File: src/include/gci_pkg.sv
// Purpose: constants and types for the GCI monitor and C/I controller
// Assumes: 32-bit AXI4-Lite register bus, byte addresses 8 bits wide
// Notes: parameter area word index times four gives the byte address
package gci_pkg;
    // Word indices of the parameter area
    localparam logic [7:0] MON_RX_IDX = 8'h00;
    localparam logic [7:0] MON_TX_IDX = 8'h02;
    localparam logic [7:0] CI_RX_IDX  = 8'h04;
    localparam logic [7:0] CI_TX_IDX  = 8'h06;
    localparam logic [7:0] STATE_IDX  = 8'h08;
    localparam logic [7:0] MRX_SC_IDX = 8'h0c;
    localparam logic [7:0] MTX_SC_IDX = 8'h0e;
    localparam logic [7:0] CRX_SC_IDX = 8'h10;
    localparam logic [7:0] CTX_SC_IDX = 8'h12;
    // Control register byte addresses
    localparam logic [7:0] MODE_ADDR  = 8'h80;
    localparam logic [7:0] EVENT_ADDR = 8'h84;
    localparam logic [7:0] CMD_ADDR   = 8'h88;
    localparam logic [7:0] HS_ADDR    = 8'h8c;
    // Descriptor fields
    localparam int FLAG_BIT     = 15;
    localparam int LAST_BIT     = 14;
    localparam int MISMATCH_BIT = 12;
    localparam logic [15:0] RX_DESC_RESET = 16'h8000;
    localparam logic [15:0] TX_DESC_RESET = 16'h0000;
    localparam logic [15:0] MODE_RESET    = 16'h0000;
    // Event and command bits
    localparam int EV_MON_GOT  = 0;
    localparam int EV_MON_SENT = 1;
    localparam int EV_CI_GOT   = 2;
    localparam int EV_CI_SENT  = 3;
    localparam int CMD_INIT       = 0;
    localparam int CMD_RX_ABORT   = 1;
    localparam int CMD_TX_TIMEOUT = 2;
    localparam logic [1:0] ABORT_FRAMES = 2'h2;
    // Mode encodings
    localparam logic [1:0] PROT_GCI    = 2'h0;
    localparam logic [1:0] PROT_UART   = 2'h2;
    localparam logic [1:0] PROT_TRANSP = 2'h3;
    localparam logic [1:0] DIAG_NORMAL = 2'h0;
    localparam logic [1:0] DIAG_LOOP   = 2'h1;
    localparam logic [1:0] DIAG_ECHO   = 2'h2;
    localparam logic [1:0] RESP_OKAY   = 2'h0;
    localparam logic [1:0] RESP_SLVERR = 2'h2;
    // Mode register layout
    typedef struct packed {
        logic       rsvd15;
        logic [3:0] slot_bit_count;
        logic       monitor_support;
        logic       rsvd9;
        logic       scit_select;
        logic [1:0] rsvd7_6;
        logic [1:0] protocol_select;
        logic [1:0] diagnostic_select;
        logic       transmit_on;
        logic       receive_on;
    } mode_s;
    // Link pins from the transceiver side
    typedef struct packed {
        logic clk;
        logic sync;
        logic data;
    } link_in_s;
    typedef enum logic [1:0] {
        TX_IDLE  = 2'b00,
        TX_SEND  = 2'b01,
        TX_ABORT = 2'b10
    } mon_tx_e;
endpackage : gci_pkg

File: src/logic/gci_monitor_ci_controller.sv
// Purpose: GCI monitor and C/I channel controller with AXI4-Lite registers
// Assumes: link clock far slower than aclk; frame sync marks slot bit 0
// Notes: slot word is monitor byte, C/I bits, A bit, E bit, MSB first
//
// Decided for this implementation: the AXI4-Lite slave port.
`timescale 1ns/10ps
`default_nettype none
module gci_monitor_ci_controller
    import gci_pkg::*;
#(
    parameter int ADDR_W = 8
) (
    // Clock and reset
    input  wire logic              aclk,
    input  wire logic              aresetn,
    // AXI4-Lite write channels
    input  wire logic [ADDR_W-1:0] awaddr,
    input  wire logic              awvalid,
    output logic                   awready,
    input  wire logic [31:0]       wdata,
    input  wire logic [3:0]        wstrb,
    input  wire logic              wvalid,
    output logic                   wready,
    output logic [1:0]             bresp,
    output logic                   bvalid,
    input  wire logic              bready,
    // AXI4-Lite read channels
    input  wire logic [ADDR_W-1:0] araddr,
    input  wire logic              arvalid,
    output logic                   arready,
    output logic [31:0]            rdata,
    output logic [1:0]             rresp,
    output logic                   rvalid,
    input  wire logic              rready,
    // GCI link
    input  wire link_in_s          link,
    output logic                   tx_data
);
    if (ADDR_W < 8) begin : g_chk
        $error("ADDR_W must be at least 8");
    end

    function automatic logic [7:0] badr(input logic [7:0] idx);
        badr = {idx[5:0], 2'b00};
    endfunction : badr

    function automatic logic [15:0] merge(input logic [15:0] old,
                                          input logic [31:0] d,
                                          input logic [3:0]  s);
        logic [15:0] m;
        m = {{8{s[1]}}, {8{s[0]}}};
        merge = (old & ~m) | (d[15:0] & m);
    endfunction : merge

    // Bus state
    logic              aw_held, next_aw_held, w_held, next_w_held;
    logic [7:0]        aw_addr, next_aw_addr;
    logic [31:0]       w_data, next_w_data;
    logic [3:0]        w_strb, next_w_strb;
    logic [1:0]        next_bresp, next_rresp;
    logic              next_bvalid, next_rvalid;
    logic [31:0]       next_rdata, rd_val;
    logic              wr_fire, rd_hit, wr_hit;
    // Core state
    mode_s             md, next_md;
    logic [15:0]       mrx, mtx, crx, ctx;
    logic [15:0]       next_mrx, next_mtx, next_crx, next_ctx;
    logic [3:0]        ev, next_ev, ev_set;
    logic              hs, next_hs;
    mon_tx_e           mst, next_mst;
    logic [1:0]        ab_e, next_ab_e, ab_a, next_ab_a;
    logic              a_ack, next_a_ack, acked, next_acked;
    logic              msg_open, next_msg_open;
    logic [7:0]        prev_byte, next_prev_byte;
    logic              prev_ok, next_prev_ok;
    logic [5:0]        ci_cur, next_ci_cur, ci_last, next_ci_last;
    logic [5:0]        ci_cand, next_ci_cand, ci_in;
    logic              cand_ok, next_cand_ok;
    logic [3:0]        pos, next_pos, cur_pos;
    logic              active, next_active;
    logic [15:0]       sh, next_sh, ws, rw, tw;
    logic              txd, next_txd, next_tx_data;
    // Link synchronisers
    logic              lclk_s1, lclk_s2, lclk_s3, fs_s1, fs_s2, rxd_s1, rxd_s2;
    // Frame decode helpers
    logic              rise, bit_ev, fe, lin, tx_on, rx_on, mon_on;
    logic              a_out, e_out, a_in, e_in;
    logic [7:0]        mbyte, mon_out;

    // Handshakes offered while the holding slot is free
    assign awready = !aw_held && !bvalid;
    assign wready  = !w_held && !bvalid;
    assign arready = !rvalid;
    assign wr_fire = aw_held && w_held && !bvalid;

    // Read decode
    always_comb begin
        rd_hit = 1'b1;
        rd_val = 32'h0;
        unique case (araddr[7:0])
            badr(MON_RX_IDX): rd_val = {16'h0, mrx};
            badr(MON_TX_IDX): rd_val = {16'h0, mtx};
            badr(CI_RX_IDX):  rd_val = {16'h0, crx};
            badr(CI_TX_IDX):  rd_val = {16'h0, ctx};
            badr(STATE_IDX):  rd_val = {16'h0, pos, active, a_ack, acked, msg_open,
                                        prev_ok, cand_ok, ab_a, ab_e, mst};
            badr(MRX_SC_IDX): rd_val = {24'h0, prev_byte};
            badr(MTX_SC_IDX): rd_val = {24'h0, mon_out};
            badr(CRX_SC_IDX): rd_val = {26'h0, ci_cand};
            badr(CTX_SC_IDX): rd_val = {26'h0, ci_cur};
            MODE_ADDR:        rd_val = {16'h0, md};
            EVENT_ADDR:       rd_val = {28'h0, ev};
            CMD_ADDR:         rd_val = 32'h0;
            HS_ADDR:          rd_val = {31'h0, hs};
            default:          rd_hit = 1'b0;
        endcase
        if ((araddr >> 8) != '0) begin
            rd_hit = 1'b0;
        end
    end

    // Bus channel next state
    always_comb begin
        next_aw_held = aw_held;
        next_aw_addr = aw_addr;
        next_w_held  = w_held;
        next_w_data  = w_data;
        next_w_strb  = w_strb;
        next_bvalid  = bvalid;
        next_bresp   = bresp;
        next_rvalid  = rvalid;
        next_rresp   = rresp;
        next_rdata   = rdata;
        if (awvalid && awready) begin
            next_aw_held = 1'b1;
            next_aw_addr = awaddr[7:0];
            if ((awaddr >> 8) != '0) begin
                next_aw_addr = 8'hff;
            end
        end
        if (wvalid && wready) begin
            next_w_held = 1'b1;
            next_w_data = wdata;
            next_w_strb = wstrb;
        end
        if (wr_fire) begin
            next_aw_held = 1'b0;
            next_w_held  = 1'b0;
            next_bvalid  = 1'b1;
            next_bresp   = wr_hit ? RESP_OKAY : RESP_SLVERR;
        end else if (bvalid && bready) begin
            next_bvalid = 1'b0;
        end
        if (arvalid && arready) begin
            next_rvalid = 1'b1;
            next_rdata  = rd_val;
            next_rresp  = rd_hit ? RESP_OKAY : RESP_SLVERR;
        end else if (rvalid && rready) begin
            next_rvalid = 1'b0;
        end
    end

    always_ff @(posedge aclk) begin
        if (!aresetn) begin
            aw_held <= 1'b0;
            aw_addr <= 8'h0;
            w_held  <= 1'b0;
            w_data  <= 32'h0;
            w_strb  <= 4'h0;
            bvalid  <= 1'b0;
            bresp   <= RESP_OKAY;
            rvalid  <= 1'b0;
            rresp   <= RESP_OKAY;
            rdata   <= 32'h0;
        end else begin
            aw_held <= next_aw_held;
            aw_addr <= next_aw_addr;
            w_held  <= next_w_held;
            w_data  <= next_w_data;
            w_strb  <= next_w_strb;
            bvalid  <= next_bvalid;
            bresp   <= next_bresp;
            rvalid  <= next_rvalid;
            rresp   <= next_rresp;
            rdata   <= next_rdata;
        end
    end

    // Two-flop synchronisers for the link pins
    always_ff @(posedge aclk) begin
        if (!aresetn) begin
            {lclk_s1, lclk_s2, lclk_s3} <= 3'h0;
            {fs_s1, fs_s2, rxd_s1, rxd_s2} <= 4'hf;
        end else begin
            {lclk_s1, lclk_s2, lclk_s3} <= {link.clk, lclk_s1, lclk_s2};
            {fs_s1, fs_s2} <= {link.sync, fs_s1};
            {rxd_s1, rxd_s2} <= {link.data, rxd_s1};
        end
    end

    // Slot framing and word assembly
    always_comb begin
        rise    = lclk_s2 && !lclk_s3;
        cur_pos = fs_s2 ? 4'h0 : pos + 4'h1;
        bit_ev  = rise && (fs_s2 || active);
        fe      = bit_ev && (cur_pos == md.slot_bit_count);
        lin     = (md.diagnostic_select == DIAG_LOOP) ? txd : rxd_s2;
        ws      = {sh[14:0], lin};
        rw      = ws << (4'hf - md.slot_bit_count);
        mbyte   = rw[15:8];
        ci_in   = md.scit_select ? rw[7:2] : {2'b00, rw[7:4]};
        a_in    = md.scit_select ? rw[1] : rw[3];
        e_in    = md.scit_select ? rw[0] : rw[2];
        tx_on   = md.transmit_on && (md.protocol_select == PROT_GCI);
        rx_on   = md.receive_on && (md.protocol_select == PROT_GCI);
        mon_on  = md.monitor_support;
        mon_out = (mst == TX_SEND && mon_on) ? mtx[7:0] : 8'hff;
        e_out   = !(mst == TX_SEND && mon_on);
        a_out   = !(a_ack && mon_on) || ab_a != 2'h0;
        tw      = md.scit_select ? {mon_out, ci_cur, a_out, e_out}
                                 : {mon_out, ci_cur[3:0], a_out, e_out, 2'b11};
    end

    // Channel processing, descriptors, events and commands
    always_comb begin
        next_md = md; next_mrx = mrx; next_mtx = mtx;
        next_crx = crx; next_ctx = ctx; next_hs = hs;
        next_mst = mst; next_ab_e = ab_e; next_ab_a = ab_a;
        next_a_ack = a_ack; next_acked = acked; next_msg_open = msg_open;
        next_prev_byte = prev_byte; next_prev_ok = prev_ok;
        next_ci_cur = ci_cur; next_ci_last = ci_last;
        next_ci_cand = ci_cand; next_cand_ok = cand_ok;
        next_pos = bit_ev ? cur_pos : pos;
        next_active = bit_ev ? (cur_pos != md.slot_bit_count) : active;
        next_sh = bit_ev ? ws : sh;
        next_txd = txd;
        ev_set = 4'h0;
        wr_hit = 1'b1;
        if (bit_ev) begin
            next_txd = tx_on ? tw[4'hf - cur_pos] : 1'b1;
        end else if (rise) begin
            next_txd = 1'b1;
        end
        if (fe) begin
            if (ab_a != 2'h0) next_ab_a = ab_a - 2'h1;
            next_a_ack = 1'b0;
            // C/I transmit: value repeats, new value taken from a ready descriptor
            if (tx_on && ctx[FLAG_BIT]) begin
                next_ci_cur = md.scit_select ? ctx[7:2] : {2'b00, ctx[5:2]};
                next_ctx[FLAG_BIT] = 1'b0;
                ev_set[EV_CI_SENT] = 1'b1;
            end
            // C/I receive with double last-look when scit_select is clear, single look when it is set
            if (rx_on) begin
                next_ci_cand = ci_in;
                next_cand_ok = ci_in != ci_last;
                if (ci_in != ci_last &&
                    (md.scit_select || (cand_ok && ci_in == ci_cand))) begin
                    next_ci_last = ci_in;
                    next_cand_ok = 1'b0;
                    if (crx[FLAG_BIT]) begin
                        next_crx = {8'h00, ci_in, 2'b00};
                        ev_set[EV_CI_GOT] = 1'b1;
                    end
                end
            end
            // Monitor transmit
            if (tx_on && mon_on) begin
                unique case (mst)
                    TX_IDLE: if (mtx[FLAG_BIT]) next_mst = TX_SEND;
                    TX_SEND: if (!hs || !a_in) begin
                        next_mst = TX_IDLE;
                        next_mtx[FLAG_BIT] = 1'b0;
                        ev_set[EV_MON_SENT] = 1'b1;
                    end
                    TX_ABORT: begin
                        next_ab_e = ab_e - 2'h1;
                        if (ab_e == 2'h1) next_mst = TX_IDLE;
                    end
                    default: next_mst = TX_IDLE;
                endcase
            end
            // Monitor receive
            if (rx_on && mon_on) begin
                next_prev_byte = mbyte;
                next_prev_ok = !e_in;
                if (!hs) begin
                    if (mrx[FLAG_BIT] && !e_in) begin
                        next_mrx = {8'h00, mbyte};
                        ev_set[EV_MON_GOT] = 1'b1;
                    end
                end else if (!e_in) begin
                    next_msg_open = 1'b1;
                    if (mbyte != prev_byte) next_acked = 1'b0;
                    if (!(prev_ok && mbyte == prev_byte)) begin
                        next_mrx[MISMATCH_BIT] = prev_ok;
                    end else if (mrx[FLAG_BIT] && !acked) begin
                        next_mrx = {8'h00, mbyte};
                        next_acked = 1'b1;
                        next_a_ack = 1'b1;
                        ev_set[EV_MON_GOT] = 1'b1;
                    end
                end else if (msg_open && mrx[FLAG_BIT]) begin
                    next_mrx = 16'h0;
                    next_mrx[LAST_BIT] = 1'b1;
                    next_msg_open = 1'b0;
                    next_acked = 1'b0;
                    ev_set[EV_MON_GOT] = 1'b1;
                end
            end
        end
        // Register writes and commands
        next_ev = ev;
        if (wr_fire) begin
            unique case (aw_addr)
                badr(MON_RX_IDX): next_mrx = merge(mrx, w_data, w_strb);
                badr(MON_TX_IDX): next_mtx = merge(mtx, w_data, w_strb);
                badr(CI_RX_IDX):  next_crx = merge(crx, w_data, w_strb);
                badr(CI_TX_IDX):  next_ctx = merge(ctx, w_data, w_strb);
                badr(STATE_IDX), badr(MRX_SC_IDX), badr(MTX_SC_IDX),
                badr(CRX_SC_IDX), badr(CTX_SC_IDX): wr_hit = 1'b1;
                MODE_ADDR:  next_md = mode_s'(merge(md, w_data, w_strb));
                EVENT_ADDR: if (w_strb[0]) next_ev = ev & ~w_data[3:0];
                HS_ADDR:    if (w_strb[0]) next_hs = w_data[0];
                CMD_ADDR: if (w_strb[0]) begin
                    if (w_data[CMD_RX_ABORT] && hs) next_ab_a = ABORT_FRAMES;
                    if (w_data[CMD_TX_TIMEOUT] && hs) begin
                        next_mst = TX_ABORT;
                        next_ab_e = ABORT_FRAMES;
                    end
                    if (w_data[CMD_INIT]) begin
                        next_mrx = RX_DESC_RESET; next_crx = RX_DESC_RESET;
                        next_mtx = TX_DESC_RESET; next_ctx = TX_DESC_RESET;
                        next_mst = TX_IDLE; next_ab_e = 2'h0; next_ab_a = 2'h0;
                        next_a_ack = 1'b0; next_acked = 1'b0; next_msg_open = 1'b0;
                        next_prev_ok = 1'b0; next_prev_byte = 8'h0;
                        next_ci_cur = 6'h0; next_ci_last = 6'h0;
                        next_ci_cand = 6'h0; next_cand_ok = 1'b0;
                    end
                end
                default: wr_hit = 1'b0;
            endcase
        end
        next_ev = next_ev | ev_set;
        unique case (md.diagnostic_select)
            DIAG_ECHO: next_tx_data = rxd_s2;
            DIAG_LOOP: next_tx_data = 1'b1;
            default:   next_tx_data = txd;
        endcase
    end

    always_ff @(posedge aclk) begin
        if (!aresetn) begin
            md <= mode_s'(MODE_RESET);
            mrx <= RX_DESC_RESET; mtx <= TX_DESC_RESET;
            crx <= RX_DESC_RESET; ctx <= TX_DESC_RESET;
            ev <= 4'h0; hs <= 1'b0; mst <= TX_IDLE;
            ab_e <= 2'h0; ab_a <= 2'h0;
            a_ack <= 1'b0; acked <= 1'b0; msg_open <= 1'b0;
            prev_byte <= 8'h0; prev_ok <= 1'b0;
            ci_cur <= 6'h0; ci_last <= 6'h0; ci_cand <= 6'h0; cand_ok <= 1'b0;
            pos <= 4'h0; active <= 1'b0; sh <= 16'hffff;
            txd <= 1'b1; tx_data <= 1'b1;
        end else begin
            md <= next_md;
            mrx <= next_mrx; mtx <= next_mtx;
            crx <= next_crx; ctx <= next_ctx;
            ev <= next_ev; hs <= next_hs; mst <= next_mst;
            ab_e <= next_ab_e; ab_a <= next_ab_a;
            a_ack <= next_a_ack; acked <= next_acked; msg_open <= next_msg_open;
            prev_byte <= next_prev_byte; prev_ok <= next_prev_ok;
            ci_cur <= next_ci_cur; ci_last <= next_ci_last;
            ci_cand <= next_ci_cand; cand_ok <= next_cand_ok;
            pos <= next_pos; active <= next_active; sh <= next_sh;
            txd <= next_txd; tx_data <= next_tx_data;
        end
    end
endmodule : gci_monitor_ci_controller
`default_nettype wire

File: config.mk
export PLATFORM = sky130hd
export DESIGN_NAME = gci_monitor_ci_controller
export DESIGN_NICKNAME = d
export VERILOG_FILES = /design/src/include/gci_pkg.sv /design/src/logic/gci_monitor_ci_controller.sv
export SDC_FILE = /design/constraint.sdc
export NUM_CORES = 1
export LEC_CHECK = 0
export BUFFER_PORTS_ARGS = -buffer_cell sky130_fd_sc_hd__buf_2
export CELL_PAD_IN_SITES_DETAIL_PLACEMENT = 0
export CELL_PAD_IN_SITES_GLOBAL_PLACEMENT = 1
export CORE_ASPECT_RATIO = 0.5
export CORE_UTILIZATION = 50
export CTS_BUF_LIST = sky130_fd_sc_hd__clkbuf_4
export DETAILED_ROUTE_END_ITERATION = 7
export PLACE_DENSITY_LB_ADDON = 0.1
export SYNTH_ARGS = -nofsm -noshare
export SYNTH_HDL_FRONTEND = slang
export SYNTH_SLANG_ARGS = --single-unit
File: constraint.sdc
create_clock -name aclk -period 5.1 [get_ports aclk]
set_input_delay 0.255 -clock aclk [delete_from_list [all_inputs] [get_ports aclk]]
set_output_delay 0.255 -clock aclk [all_outputs]
set_load 0.01 [all_outputs]
-- After elaboration in Yosys (flattened, before gate mapping)
Index checks and enable logic that the tools add are counted.
- bits of input ports: 62
- word-level logic and storage cells: 342
- bits in registers: 217
- add/subtract/negate cells: 5
- reductions and logical operators: 59
- shifts and indexed selects: 1
- mux-type cells: 171
- bitwise gates (word level): 16
- $lt $le $gt $ge: 1
- eq/ne operators: 37
- operator list (kind ; count):
    two-way mux 16 bit ; 22
    one-hot mux 16 bit (12 select lines) ; 1
    one-hot mux 16 bit (2 select lines) ; 4
    two-way mux 6 bit ; 21
    AND 16 bit ; 6
    bitwise OR 16 bit ; 5
    two-way mux 1 bit ; 77
    equality test 8 bit, second input constant ; 8
    two-way mux 8 bit ; 8
    two-way mux 2 bit ; 27
    equality test 8 x 6 -> 1 bit, second input constant ; 6
    equality test 8 x 5 -> 1 bit, second input constant ; 4
    equality test 8 x 7 -> 1 bit, second input constant ; 4
    logical AND 1 bit ; 27
    OR reduction 13 bit ; 2
    two-way mux 4 bit ; 5
    equality test 8 x 4 -> 1 bit, second input constant ; 2
    zero test 8 bit ; 2
    NOT 16 bit ; 1
    left shift 16 x 4 -> 16 bit ; 1
    two-way mux 15 bit ; 1
    two-way mux 12 bit ; 1
    nonzero test 2 bit ; 6
    zero test 1 bit ; 11
    27 further kinds ; 38

-- Depth between registers and ports, before layout
- depth in word-level cells: 15
- depth in mapped cells: 13
- mapped depth without buffers: 11

-- Worst setup path after synthesis
Ideal clock, no wire load.
- kind: flip-flop to flip-flop
- start: register (tool-made name)
- end: register crx[10]
- arrival: 2963 ps
- path buffers: 1
- required time: 4967 ps
- stages on the path, launching flop included: 12
- slack: 2004 ps
- period minus slack after synthesis: 3096 ps
- path through: dfxtp_1 ha_1 mux2i_4 o22ai_1 a211o_2 mux2_2 nand4_1 a211o_1 a211oi_4 or2_1 buf_6 a311oi_1
- RTL lines (element ; RTL line ; text):
    to (signal assigned) ; gci_monitor_ci_controller.sv:367 ; crx <= next_crx; ctx <= next_ctx;
    to (decl) ; gci_monitor_ci_controller.sv:66 ; logic [15:0] mrx, mtx, crx, ctx;

==> flow_summary.yaml <==
pwr:
  internal_power_mw: 1.95
  p_total_mw: 2.79
  seq_power_share: 0.585
  p_per_area_nw_per_um2: 230
  comb_power_share: 0.086
  p_sw_mw: 0.838
  sw_frac_of_total: 0.300
  clkPwrFrac: 0.330
  ir_drop_uv: 161
  leakage_nw: 4.54
clock_tree:
  cts_buffer_depth: 2
  numCtsBuffers: 17
  cts_root_buf: "clkbuf_4"
  path_clk_slew_ps: 180
  cts_tree: "done"
  clkLatencyLatePin_ps: 640
  post_cts_buffers: 0
  cts_sinks: 199
  htree_levels: 4
route:
  postRouteAntennaNets: 0
  firstDrtPassIters: 6
  viasPerCell: 6.14
  vias: 10600
  routed_wl_um: 36800
  initialDrtViolationCount: 1172
  drc_errors: 0
  wl_per_cell_um: 21.4
sta:
  layout_worst_path_cycle_share: 0.808
  rsz0062_at_grt: "no"
  worst_pin_slew_ps: 1140
  hold_violations: 0
  drv_slew: 0
  fmax_ghz: 0.243
  setup_violations: 0
  fin_skew_ps: 28.4
  relSlewSlack: 0.242
  period_needed_ps: 4120
  setup_tns_ps: 0
floorplan:
  std_cell_rows: 37
  initial_core_util: 0.521
  design.die.area_um2: 22500
  ios: 104
  core_area_um2: 21000
  die_w_um: 211
  die_h_um: 107
global_route:
  track_usage: 0.334
  gr-total-overflow: 0
  first_global_vias: 9775
  grt_max_degree: 66
  grt_pass1_wl_um: 56900
  antenna_found_initial: 3
setup_path:
  cp_slowest_cell: "dfxtp_1"
  critPathBufInv: 1
  start_kind: "register"
  crit_family: "compound AO/OA/AOI/OAI gates"
  crit_path_end_kind: "register"
  critPathMaxStageDelay_ps: 990
  crit_fanout: 15
  critPathKind: "register to register"
  r2r_setup_slack_ps: 980
  rr_worst_depth: 10
  timing.rr.end: "crx[15]"
  cp_cell_sequence: "buf_4 > mux2_2 > mux2i_4 > a2bb2oi_4 > xor2_1 > nand4b_1 > a211o_1 > a21oi_2 > o21ai_0 > a221o_1"
  worst_ep_arrival_time_ps: 4660
  required_ps: 5640
logic_synthesis:
  synth.most_common_cell: "nand2_1"
  yosys.area.top_type_share: 0.364
  postSynthAreaPerCell_um2: 8.12
  synth_area_leaders: "dfxtp_1 (36%), mux2i_1 (7.4%), nand2_1 (7.3%)"
  synthesis.area_um2: 11000
  synth_edf_count: 0
  synth-seq-area-share: 0.364
  ys_async_sr_fraction: 0
  synth.largest_area_cell: "dfxtp_1"
  netlist_instances: 1348
  synthTopCellsByCount: "nand2_1 (213), dfxtp_1 (199), nor2_1 (139), mux2i_1 (81), a21oi_1 (78)"
  synth_warnings: 0
  synthFlopType: "dfxtp_1"
  ys_seq_elements: 199
  ys_types: 84
min_path:
  whs_path_depth: 4
  min_from: "awvalid"
  hold_path.class: "input pin to register"
  hold_end: "aw_addr[5]"
placement:
  hpwlAfterDp_um: 26900
  place_congestion: 0.940
  io_buffers: 67
cells_and_area:
  utilization: 0.576
  register_area_um2: 3980
  syn2layout_area_growth_pct: 10.6
  multi_input_area_um2: 6450
  fill_cells: 1997
  fin_nets: 1480
  drive_above_1_share: 0.113
status:
  outcome: "completed"
job:
  drv_cap: 0
## cell type report
class	instances	area share
Antenna cell	2	0.000413
Clock buffer	17	0.0105
Clock inverter	15	0.0150
Inverter	25	0.00775
Multi-Input combinational cell	1041	0.533
Sequential cell	199	0.329
Tap cell	292	0.0302
Timing Repair Buffer	130	0.0746
## tightest hold or removal path: cells and delay by family
| kind | cells | cell delay (ps) |
|---|---|---|
| AO/OA/AOI/OAI | 1 | 50 |
| buffers and inverters | 1 | 80 |
| AND/OR/NAND/NOR | 2 | 280 |
## stage by stage
stage / std cells / setup slack [ps] / hold slack, ps / area [um^2]
2_1_floorplan: 1365 / 2000 / 356 / 11000
3_3_place_gp: 1649 / 1160 / 391 / 11400
3_5_place_dp: 1649 / 1130 / 397 / 11400
4_1_cts: 1719 / 1080 / 4.01 / 12100
5_1_grt: 1719 / 791 / 41.5 / 12100
6_report: 1721 / 978 / 47.2 / 12100
## how the worst max path moves through the flow
stage               startpoint       to  cells after the start
finish                register  crx[15]                     10
global route          register  crx[15]                     10
CTS                   register  crx[15]                     10
detailed placement    register  crx[15]                     10
global placement      register  crx[15]                     10
floorplan             register  crx[10]                     11
## state kept, by name, summed over array words and instances, names as in the netlist, 6 cells and up, named ones only
register and count:
ci_cur 6, crx 16, ctx 16, w_data 16, mtx 16, rdata 16
prev_byte 8, aw_addr 8, sh 15, mrx 16, ci_cand 6, ci_last 6
## power groups by stage
| stage | sequential [mW] | combinational [mW] | clock, mW |
|---|---|---|---|
| after floorplan | 1.64 | 0.162 | 0 |
| after global placement | 1.66 | 0.207 | 0 |
| after detailed placement | 1.66 | 0.212 | 0 |
| after CTS | 1.63 | 0.235 | 0.933 |
| after global routing | 1.64 | 0.262 | 1.00 |
| final | 1.63 | 0.239 | 0.920 |
## cell usage in the layout, fill, tap and decap left out, drive strengths merged, types with 6 or more instances in the layout
master / n
nand2: 213
dfxtp: 199
nor2: 141
buf: 92
mux2i: 85
a21oi: 79
o21ai: 61
a22oi: 51
nand3: 41
nor2b: 39
dlygate4sd3: 38
inv: 28
nor3: 20
and2: 19
a222oi: 18
conb: 18
o22ai: 17
a21boi: 17
clkbuf: 17
xor2: 16
nand2b: 14
mux2: 12
a221oi: 12
nand4: 11
clkinv: 11
a311oi: 10
nor4: 10
nand3b: 8
a31oi: 8
a32oi: 8
nor3b: 7
o211ai: 7
a211oi: 7
o221ai: 6
## timing repair
item | in CTS | in global routing
gates resized for setup | 0 | 0
hold endpoints to repair | 33 | 0
hold buffers | 38 | 0
## layer usage
metal	part of all wire	GRT usage	vias up
met5	0	0	-
met4	0.013	0.0833	0
met3	0.11	0.0981	42
met2	0.41	0.473	481
met1	0.47	0.488	5054
li1	-	-	4995
## cell families (layout without fill, tap and decap cells)
group / Yosys count / count (layout) / synth area share
compound gates: 355 / 355 / 0.232
xor+xnor: 21 / 21 / 0.0168
fa+ha+maj: 4 / 4 / 0.00457
buf+inv: 125 / 187 / 0.0530
flops: 199 / 199 / 0.364
mux: 101 / 101 / 0.102
other cells: 1 / 20 / 0.000342
simple gates: 542 / 542 / 0.228
Note: power is estimated with default switching activity, not from simulation.
